$ cat config.mk
export PLATFORM = sky130hd
export DESIGN_NAME = gfc_counter
export DESIGN_NICKNAME = d
export VERILOG_FILES = /design/src/gfc_pkg.sv /design/src/gfc_counter.sv
export VERILOG_INCLUDE_DIRS = /design/src
export SDC_FILE = /design/constraint.sdc
export NUM_CORES = 1
export LEC_CHECK = 0
export ABC_AREA = 1
export BUFFER_PORTS_ARGS = -buffer_cell sky130_fd_sc_hd__buf_2
export CAP_MARGIN = 25
export CORE_UTILIZATION = 41
export DETAILED_ROUTE_END_ITERATION = 7
export GPL_ROUTABILITY_DRIVEN = 0
export PLACE_DENSITY = 0.59
export SLEW_MARGIN = 25
export SYNTH_ARGS = -nofsm -noshare
export SYNTH_HDL_FRONTEND = slang
export SYNTH_SLANG_ARGS = --single-unit
$ cat constraint.sdc
create_clock -name clk -period 4.3 [get_ports clk]
set_clock_uncertainty 0.1 [all_clocks]
set_input_delay 0.645 -clock clk [delete_from_list [all_inputs] [get_ports clk]]
set_output_delay 0.645 -clock clk [all_outputs]
set_load 0.01 [all_outputs]
$ cat src/gfc_params.svh
// constants for the gated frequency counter
`ifndef GFC_PARAMS_SVH
`define GFC_PARAMS_SVH
`define GFC_CLK_HZ 20000000
`define GFC_CNT_W 16
`define GFC_THR_W 32
`define GFC_TMR_W 28
`define GFC_SEL_W 3
`define GFC_SEL_0S1 3'h0
`define GFC_SEL_0S5 3'h1
`define GFC_SEL_1S0 3'h2
`define GFC_SEL_2S0 3'h3
`define GFC_SEL_5S0 3'h4
`define GFC_SEL_10S0 3'h5
`define GFC_GATE_MS_0S1 100
`define GFC_GATE_MS_0S5 500
`define GFC_GATE_MS_1S0 1000
`define GFC_GATE_MS_2S0 2000
`define GFC_GATE_MS_5S0 5000
`define GFC_GATE_MS_10S0 10000
`define GFC_GATE_CYC(ms) ((`GFC_CLK_HZ / 1000) * (ms))
`define GFC_GATE_CYC_HZ(hz, ms) (((hz) / 1000) * (ms))
`define GFC_MUL_0S1 100
`define GFC_MUL_0S5 20
`define GFC_MUL_1S0 10
`define GFC_MUL_2S0 5
`define GFC_MUL_5S0 2
`define GFC_MUL_10S0 1
`define GFC_DIV_2S0 2
`endif

$ cat src/gfc_pkg.sv
// types for the gated frequency counter
package gfc_pkg;
	typedef enum logic [1:0] {
		GFC_IDLE = 2'b01,
		GFC_GATE = 2'b10
	} gfc_state_t;
endpackage : gfc_pkg

$ cat src/gfc_counter.sv
// gated pulse frequency counter, one instance per fixed input pin
`timescale 1ns/10ps
`include "gfc_params.svh"
module gfc_counter
#(
	parameter int CLK_HZ = `GFC_CLK_HZ
)
(
	input wire logic clk,
	input wire logic rst,
	input wire logic count_input_1,
	input wire logic enable,
	input wire logic enable_gating,
	input wire logic [`GFC_SEL_W-1:0] gate_period,
	input wire logic signed [`GFC_THR_W-1:0] upper_threshold,
	input wire logic signed [`GFC_THR_W-1:0] lower_threshold,
	output logic [`GFC_CNT_W-1:0] pulse_count_out,
	output logic [`GFC_CNT_W-1:0] freq_tenths_out,
	output logic upper_limit_flag,
	output logic lower_limit_flag,
	output logic zero_value_flag
);
	import gfc_pkg::*;

	// gate lengths in clock cycles for each interval
	localparam int GATE_0S1 = `GFC_GATE_CYC_HZ(CLK_HZ, `GFC_GATE_MS_0S1);
	localparam int GATE_0S5 = `GFC_GATE_CYC_HZ(CLK_HZ, `GFC_GATE_MS_0S5);
	localparam int GATE_1S0 = `GFC_GATE_CYC_HZ(CLK_HZ, `GFC_GATE_MS_1S0);
	localparam int GATE_2S0 = `GFC_GATE_CYC_HZ(CLK_HZ, `GFC_GATE_MS_2S0);
	localparam int GATE_5S0 = `GFC_GATE_CYC_HZ(CLK_HZ, `GFC_GATE_MS_5S0);
	localparam int GATE_10S0 = `GFC_GATE_CYC_HZ(CLK_HZ, `GFC_GATE_MS_10S0);

	gfc_state_t state_reg, state_next;
	logic sync1_reg, sync1_next, sync2_reg, sync2_next, prev_reg, prev_next;
	logic [`GFC_TMR_W-1:0] tmr_reg, tmr_next, gate_len;
	logic [`GFC_CNT_W-1:0] acc_reg, acc_next, cnt_reg, cnt_next, frq_reg, frq_next, tenfold;
	logic [`GFC_SEL_W-1:0] sel_reg, sel_next;
	logic upf_reg, upf_next, lof_reg, lof_next, zef_reg, zef_next;
	logic run, rise, gate_end;
	logic [`GFC_CNT_W-1:0] acc_inc, meas;
	logic signed [`GFC_THR_W-1:0] meas_s;
	logic up_cmp, lo_cmp, ze_cmp;

	assign run = enable_gating ? enable : 1'b1;
	assign rise = sync2_reg & ~prev_reg;

	// pin synchroniser and edge history
	always_comb
	begin
		sync1_next = count_input_1;
		sync2_next = sync1_reg;
		prev_next = sync2_reg;
	end

	always_ff @(posedge clk)
	begin
		if (rst)
		begin
			sync1_reg <= 1'b0;
			sync2_reg <= 1'b0;
			prev_reg <= 1'b0;
		end
		else
		begin
			sync1_reg <= sync1_next;
			sync2_reg <= sync2_next;
			prev_reg <= prev_next;
		end
	end

	always_comb
	begin
		unique case (sel_reg)
			`GFC_SEL_0S5: gate_len = `GFC_TMR_W'(GATE_0S5);
			`GFC_SEL_1S0: gate_len = `GFC_TMR_W'(GATE_1S0);
			`GFC_SEL_2S0: gate_len = `GFC_TMR_W'(GATE_2S0);
			`GFC_SEL_5S0: gate_len = `GFC_TMR_W'(GATE_5S0);
			`GFC_SEL_10S0: gate_len = `GFC_TMR_W'(GATE_10S0);
			default: gate_len = `GFC_TMR_W'(GATE_0S1);
		endcase
	end

	assign acc_inc = acc_reg + `GFC_CNT_W'(rise);
	assign gate_end = (state_reg == GFC_GATE) && (tmr_reg == gate_len - `GFC_TMR_W'(1));

	// tenfold frequency, independent of gate length
	always_comb
	begin
		unique case (sel_reg)
			`GFC_SEL_0S5: tenfold = `GFC_CNT_W'(acc_inc * `GFC_MUL_0S5);
			`GFC_SEL_1S0: tenfold = `GFC_CNT_W'(acc_inc * `GFC_MUL_1S0);
			`GFC_SEL_2S0: tenfold = `GFC_CNT_W'(acc_inc * `GFC_MUL_2S0);
			`GFC_SEL_5S0: tenfold = `GFC_CNT_W'(acc_inc * `GFC_MUL_5S0);
			`GFC_SEL_10S0: tenfold = `GFC_CNT_W'(acc_inc * `GFC_MUL_10S0);
			default: tenfold = `GFC_CNT_W'(acc_inc * `GFC_MUL_0S1);
		endcase
	end

	// value the flags are judged on, zero while stopped
	always_comb
	begin
		meas = run ? acc_inc : '0;
		meas_s = $signed({{(`GFC_THR_W - `GFC_CNT_W){1'b0}}, meas});
		up_cmp = (meas_s >= upper_threshold);
		lo_cmp = (meas_s <= lower_threshold);
		ze_cmp = (meas == '0);
	end

	// gate sequencing
	always_comb
	begin
		state_next = state_reg;
		tmr_next = tmr_reg;
		acc_next = acc_reg;
		sel_next = sel_reg;
		if (!run)
		begin
			state_next = GFC_IDLE;
		end
		else
		begin
			unique case (state_reg)
				GFC_IDLE:
				begin
					state_next = GFC_GATE;
					tmr_next = '0;
					acc_next = '0;
					sel_next = gate_period;
				end
				GFC_GATE:
				begin
					tmr_next = tmr_reg + `GFC_TMR_W'(1);
					acc_next = acc_inc;
					if (gate_end)
					begin
						tmr_next = '0;
						acc_next = '0;
						sel_next = gate_period;
					end
				end
			endcase
		end
	end

	// published results and flags
	always_comb
	begin
		cnt_next = cnt_reg;
		frq_next = frq_reg;
		upf_next = upf_reg;
		lof_next = lof_reg;
		zef_next = zef_reg;
		if (!run)
		begin
			cnt_next = '0;
			frq_next = '0;
			upf_next = up_cmp;
			lof_next = lo_cmp;
			zef_next = ze_cmp;
		end
		else if (gate_end)
		begin
			cnt_next = acc_inc;
			frq_next = tenfold;
			upf_next = up_cmp;
			lof_next = lo_cmp;
			zef_next = ze_cmp;
		end
	end

	always_ff @(posedge clk)
	begin
		if (rst)
		begin
			state_reg <= GFC_IDLE;
			tmr_reg <= '0;
			acc_reg <= '0;
			sel_reg <= `GFC_SEL_0S1;
		end
		else
		begin
			state_reg <= state_next;
			tmr_reg <= tmr_next;
			acc_reg <= acc_next;
			sel_reg <= sel_next;
		end
	end

	always_ff @(posedge clk)
	begin
		if (rst)
		begin
			// no retained values
			cnt_reg <= '0;
			frq_reg <= '0;
			upf_reg <= 1'b0;
			lof_reg <= 1'b0;
			zef_reg <= 1'b1;
		end
		else
		begin
			cnt_reg <= cnt_next;
			frq_reg <= frq_next;
			upf_reg <= upf_next;
			lof_reg <= lof_next;
			zef_reg <= zef_next;
		end
	end

	assign pulse_count_out = cnt_reg;
	assign freq_tenths_out = frq_reg;
	assign upper_limit_flag = upf_reg;
	assign lower_limit_flag = lof_reg;
	assign zero_value_flag = zef_reg;
endmodule : gfc_counter

==> qor.csv, run 1 <==
metric;value;unit
status;finished clean;
TritonCTS buffer count;9;
GR Overflow Total;0;
die footprint;21000;µm²
FF-to-FF setup slack;400;ps
WP data required;4430;ps
final setup fails;0;
Netlist cell types;48;
# hold bufs at CTS;0;
n_diodes;0;
syn_area_per_cell;6.18;µm²
Synth top area share;20.8;%
post-route ant nets;0;
overall die width;145;µm
setup TNS;0;ps
core area;19800;µm²
Total GRT Usage;25.6;%
buffer count from post-CTS setup fixing;0;
Seq cells post-synth;87;
number of global-route vias before repair;8372;
cell taking the most area after synthesis;dfxtp_1;
DP Cell Count;1727;
# IOs;107;
PwrDens;210;nW/µm²
initial antenna violation count;0;
Clock Path Buffers;2;
Max rail drop VDD;0.000147;V
Non-Filler Instances;1743;
fin nets;1646;
post-synthesis sequential area ratio;20.8;%
Slew @ Worst Pin;769;ps
RSZ-0062 raised after global routing;no;
FMAX;0.256;GHz
layout cells sized above 1;13.0;%
Residual DRC;0;
total power;2.03;mW
Root Driver;clkbuf_16;
first-pass GRT wire length;43.1;mm
P_leak;5.13;nW
# rows;51;
Initial Utilization;42.4;%
ranking of synthesized cells by area;dfxtp_1 21%, nand2_1 14%, ha_1 14%, inv_1 11%, nor2_1 8.4%;
min cycle time layout;3900;ps
CP max FO;5;
Final Slew Violations;0;
period utilization;90.8;%
Worst slew margin;48.7;%
DR vias/cell;5.17;
worst skew pair latency;360;ps
hpwl dp;21.7;mm
Max-Cap Viols;0;
clock tree sinks;87;
CTS tree;built;
Mapped Area;8390;µm²
WS Path Type;reg -> reg;
largest net degree at the start of global routing;38;
Iteration-0 DRC Markers;903;
P&R area growth vs syn;15.2;%
CP arrival;4030;ps
synthesized instance count;1356;
drt pass-1 iters;5;
Multi-input gate area;5610;µm²
die height;145;µm
yosys warns;0;
PortBufs;106;
# resized after CTS;0;
final hold violations;0;
crit path launch type;flop;
average wire per standard cell;15.4;µm
number of flip-flops in the largest register;28;
routed via count;9004;
Worst Setup End Kind;flop;
sequential cell area;1740;µm²
WL final;26.8;mm
worst min-delay path class;reg -> reg;
# fillers;2147;
H-tree levels;3;
Util after Layout;48.8;%
Reg clk slew, reported paths;70;ps
Mapped Nets;1529;
## synthesized netlist by cell type, drive strengths merged
| cell | n |
|---|---|
| nand3 | 94 |
| o221a | 1 |
| nand4 | 27 |
| and2 | 2 |
| o2111ai | 1 |
| clkbuf | 13 |
| fa | 9 |
| xnor2 | 8 |
| a21boi | 1 |
| o31ai | 1 |
| o211ai | 8 |
| a31oi | 6 |
| nand2 | 325 |
| or2 | 6 |
| ha | 92 |
| a221oi | 5 |
| a21o | 1 |
| buf | 16 |
| dfxtp | 87 |
| a21oi | 74 |
| nor4 | 12 |
| nand3b | 4 |
| clkinv | 1 |
| o22ai | 9 |
| a32o | 1 |
| o221ai | 3 |
| xor2 | 27 |
| nor2 | 191 |
| o21bai | 7 |
| o21a | 1 |
| nor3 | 23 |
| inv | 246 |
| o21ai | 53 |
| o32ai | 1 |
## cells in the final DEF (no fill, tap or decap), types with 3 or more instances in the layout
cell       Yosys  routed
nand2_1      320     318
inv_1        243     240
nor2_1       187     181
buf_2          6     106
ha_1          92      90
nand3_1       90      88
dfxtp_1       87      87
a21oi_1       73      73
o21ai_0       51      49
buf_4          3      29
xor2_1        27      27
nand4_1       26      26
nor3_1        23      23
nor4_1        12      12
o22ai_1        9       9
fa_1           9       9
clkbuf_16      0       9
xnor2_1        8       8
o211ai_1       8       8
nor2_2         4       7
o21bai_1       7       7
or2_2          6       6
a31oi_1        6       6
nand2_2        3       5
nand3_2        3       5
a221oi_1       5       5
inv_2          1       4
o21ai_1        2       4
inv_6          0       4
nor2_4         0       3
nand3b_1       3       3
o221ai_1       3       3
## logic make-up after synthesis
logic type                 synth area share (%)
and+or+nand+nor                            34.8
xor gates and xnor gates                   3.66
AOI/OAI and AO/OA                          11.7
buffers and inverters                      13.2
DFF                                        20.8
adders and majority gates                  15.9
## worst max-delay path, stage by stage, from the launching register on
cell	delay, ps
dfxtp_1	310
inv_1	50
nor2_2	100
ha_1	170
nand3_2	140
inv_2	120
nand2_1	50
nand2_1	80
inv_1	120
ha_1	310
ha_1	280
inv_1	50
fa_1	490
inv_1	40
ha_1	340
a21oi_1	170
o21ai_1	80
nand2_1	90
nand2_1	60
a21oi_1	150
nor2_1	50
o21ai_0	150
nand2_1	80
nor2_1	120
a21oi_1	70
## cell type report
| class | instances | area share, % |
|---|---|---|
| Multi-Input combinational cell | 993 | 58.0 |
| Sequential cell | 87 | 18.0 |
| Inverter | 247 | 9.65 |
| Timing Repair Buffer | 135 | 7.74 |
| Tap cell | 265 | 3.43 |
| Clock buffer | 9 | 2.33 |
| Clock inverter | 7 | 0.777 |
## per-stage QoR
stage	instance area, µm²	setup slack, ps	hold slack [ps]
floorplan	8390	367	288
global placement	9300	170	318
detailed placement	9300	119	313
CTS	9600	99.9	324
global route	9660	6.41	346
finish	9660	396	318
## where the power goes
| part | switching (mW) | leakage, nW | internal, mW | total, mW |
|---|---|---|---|---|
| combinational | 0.276 | 4.28 | 0.135 | 0.411 |
| clock | 0.386 | 0.143 | 0.411 | 0.796 |
| sequential | 0.00824 | 0.703 | 0.812 | 0.821 |
| total | 0.670 | 5.13 | 1.36 | 2.03 |
## layer usage
metal / GRT usage, % / part of all wire (%) / vias up
li1: - / - / 4571
met3: 3.77 / 7.6 / 37
met5: 0 / 0 / -
met1: 36.1 / 48 / 4045
met4: 7.66 / 2.1 / 0
met2: 40.1 / 42 / 351
## final timing paths
check / from / end / cells past startpoint
setup / recovery: prev_next / freq_tenths_out[12] / 24
hold / removal: sync1_reg / prev_next / 2
setup reg to reg: prev_next / freq_tenths_out[12] / 24
hold reg to reg: sync1_reg / prev_next / 2
Note: power is estimated with default switching activity, not from simulation.
==> inputs of run 2 (changes only) <==
--- a/config.mk
+++ b/config.mk
@@ -12,7 +12,7 @@
 export CORE_UTILIZATION = 41
 export DETAILED_ROUTE_END_ITERATION = 7
 export GPL_ROUTABILITY_DRIVEN = 0
-export PLACE_DENSITY = 0.59
+export PLACE_DENSITY = 0.61
 export SLEW_MARGIN = 25
 export SYNTH_ARGS = -nofsm -noshare
 export SYNTH_HDL_FRONTEND = slang
==> constraint.sdc (replaced) <==
create_clock -name clk -period 3.3 [get_ports clk]
set_clock_uncertainty 0.1 [all_clocks]
set_input_delay 0.495 -clock clk [delete_from_list [all_inputs] [get_ports clk]]
set_output_delay 0.495 -clock clk [all_outputs]
set_load 0.01 [all_outputs]
==> run 2 against run 1 <==
Compared with the run above: total power is 34% higher; largest power group unchanged; combinational power rose by 45%; largest cell class unchanged; the flow now finishes with violations (negative setup slack); critical path depth up 4; die area is the same; clock power is 32% higher; setup slack got worse by 790 ps; non-clock buffer count grew 122.
==> qor.csv, run 2 (same netlist as run 1, synthesis figures left out) <==
metric;value;unit
P_leak;5.76;nW
min cycle time layout;3700;ps
Max rail drop VDD;0.000170;V
number of global-route vias before repair;8831;
Sw Pwr;0.899;mW
PwrDens;236;nW/µm²
reg2reg start;prev_next;
worst min-delay path class;in -> reg;
layout cells sized above 1;27.9;%
hpwl dp;22.4;mm
CTS tree;built;
fin area;11500;µm²
Final Slew Violations;0;
H-tree levels;3;
WP data required;3460;ps
status;complete, but fails checks;
worst skew pair latency;360;ps
Worst Setup End Kind;flop;
Util after Layout;58.1;%
die height;145;µm
slowest CP cell;fa_1;
Iteration-0 DRC Markers;763;
P&R area growth vs syn;37.2;%
Total GRT Usage;26.5;%
final setup fails;10;
largest net degree at the start of global routing;32;
n_diodes;0;
clock power share;38.8;%
Reg power frac;39.3;%
PortBufs;106;
routed via count;9481;
Hold Slack;242;ps
Residual DRC;0;
Reg clk slew, reported paths;70;ps
number of flip-flops in the largest register;28;
# fillers;1938;
commonest non-fill, non-tap cell in the layout;nand2_1;
total power;2.71;mW
post-route ant nets;0;
crit path launch type;flop;
Max-Cap Viols;0;
Slew @ Worst Pin;581;ps
most frequent cells in the layout;301 x nand2_1, 219 x inv_1, 170 x nor2_1, 139 x buf_4, 106 x buf_2;
RSZ-0062 raised after global routing;yes;
clock tree sinks;87;
# rows;51;
final hold violations;0;
Initial Utilization;42.4;%
core area;19800;µm²
overall die width;145;µm
TritonCTS buffer count;9;
WL final;28.5;mm
Worst slew margin;61.2;%
Comb pwr share;21.9;%
DR vias/cell;5.08;
Cell Area, Placed;10400;µm²
crit path from;prev_next;
period utilization;112;%
fin nets;1768;
Worst Slack Setup Final;-396;ps
CP arrival;3850;ps
# IOs;107;
Clock Path Buffers;2;
average wire per standard cell;15.3;µm
CP most frequent cell;ha_4;
drt pass-1 iters;5;
failing checks;negative setup slack;
GR Overflow Total;0;
Root Driver;clkbuf_16;
CP max FO;4;
first-pass GRT wire length;44.5;mm
Pint;1.82;mW
Switching Share;33.1;%
WS Path Type;reg -> reg;
initial antenna violation count;0;
FMAX;0.271;GHz
startpoint of the worst hold path;count_input_1;
die footprint;21000;µm²
largest stage delay on the critical path;480;ps
[run 2: power groups by stage]
stage | registers, mW | clock network (mW) | logic [mW]
CTS | 1.07 | 1.07 | 0.553
finish | 1.07 | 1.05 | 0.595
floorplan | 1.09 | 0 | 0.359
detailed placement | 1.09 | 0 | 0.542
global route | 1.07 | 1.11 | 0.655
global placement | 1.09 | 0 | 0.540
[run 2: path summary, 6_finish.rpt]
kind | cells past startpoint | to | slack (ps)
max | 28 | freq_tenths_out[15] | -400
min reg2reg | 2 | prev_next | 310
max reg2reg | 28 | freq_tenths_out[15] | -400
min | 3 | sync1_reg | 240
[run 2: layer usage]
layer	vias to the layer above	wire length (µm)	part of all wire, %	track usage, %
met3	39	2060	7.2	4.72
met1	4286	13400	47	36.6
met2	332	12500	44	41.8
met4	0	554	1.9	7.55
met5	-	0	0	0.952
li1	4824	-	-	-
[run 2: area by class of cell]
| class | count | area (µm²) | area share [%] |
|---|---|---|---|
| Multi-Input combinational cell | 993 | 6420 | 55.9 |
| Tap cell | 265 | 332 | 2.88 |
| Inverter | 247 | 943 | 8.20 |
| Clock inverter | 7 | 77.6 | 0.675 |
| Clock buffer | 9 | 225 | 1.96 |
| Sequential cell | 87 | 1750 | 15.2 |
| Timing Repair Buffer | 257 | 1750 | 15.2 |
[run 2: metrics by stage]
stage / setup TNS, ps / setup WS, ps / cells
final: -2240 / -396 / 1865
after CTS: -2420 / -373 / 1858
after detailed placement: -3820 / -415 / 1837
after floorplan: -1060 / -265 / 1356
after global routing: -4410 / -578 / 1865
after global placement: -2780 / -329 / 1837
[run 2: timing repair]
item,CTS,global route
hold buffers,0,0
cloned,0,1
setup endpoints to repair,15,81
buffers inserted,5,9
pin swaps,34,80
resized for setup,49,108
endpoints found under the hold margin,0,0
[run 2: critical path: cells and delay by family (launching register included)]
family                     cells  cell delay, ps
adders and majority gates      6            1490
DFF                            1             320
AOI/OAI and AO/OA              1              50
and+or+nand+nor               16            1390
buffers and inverters          5             230
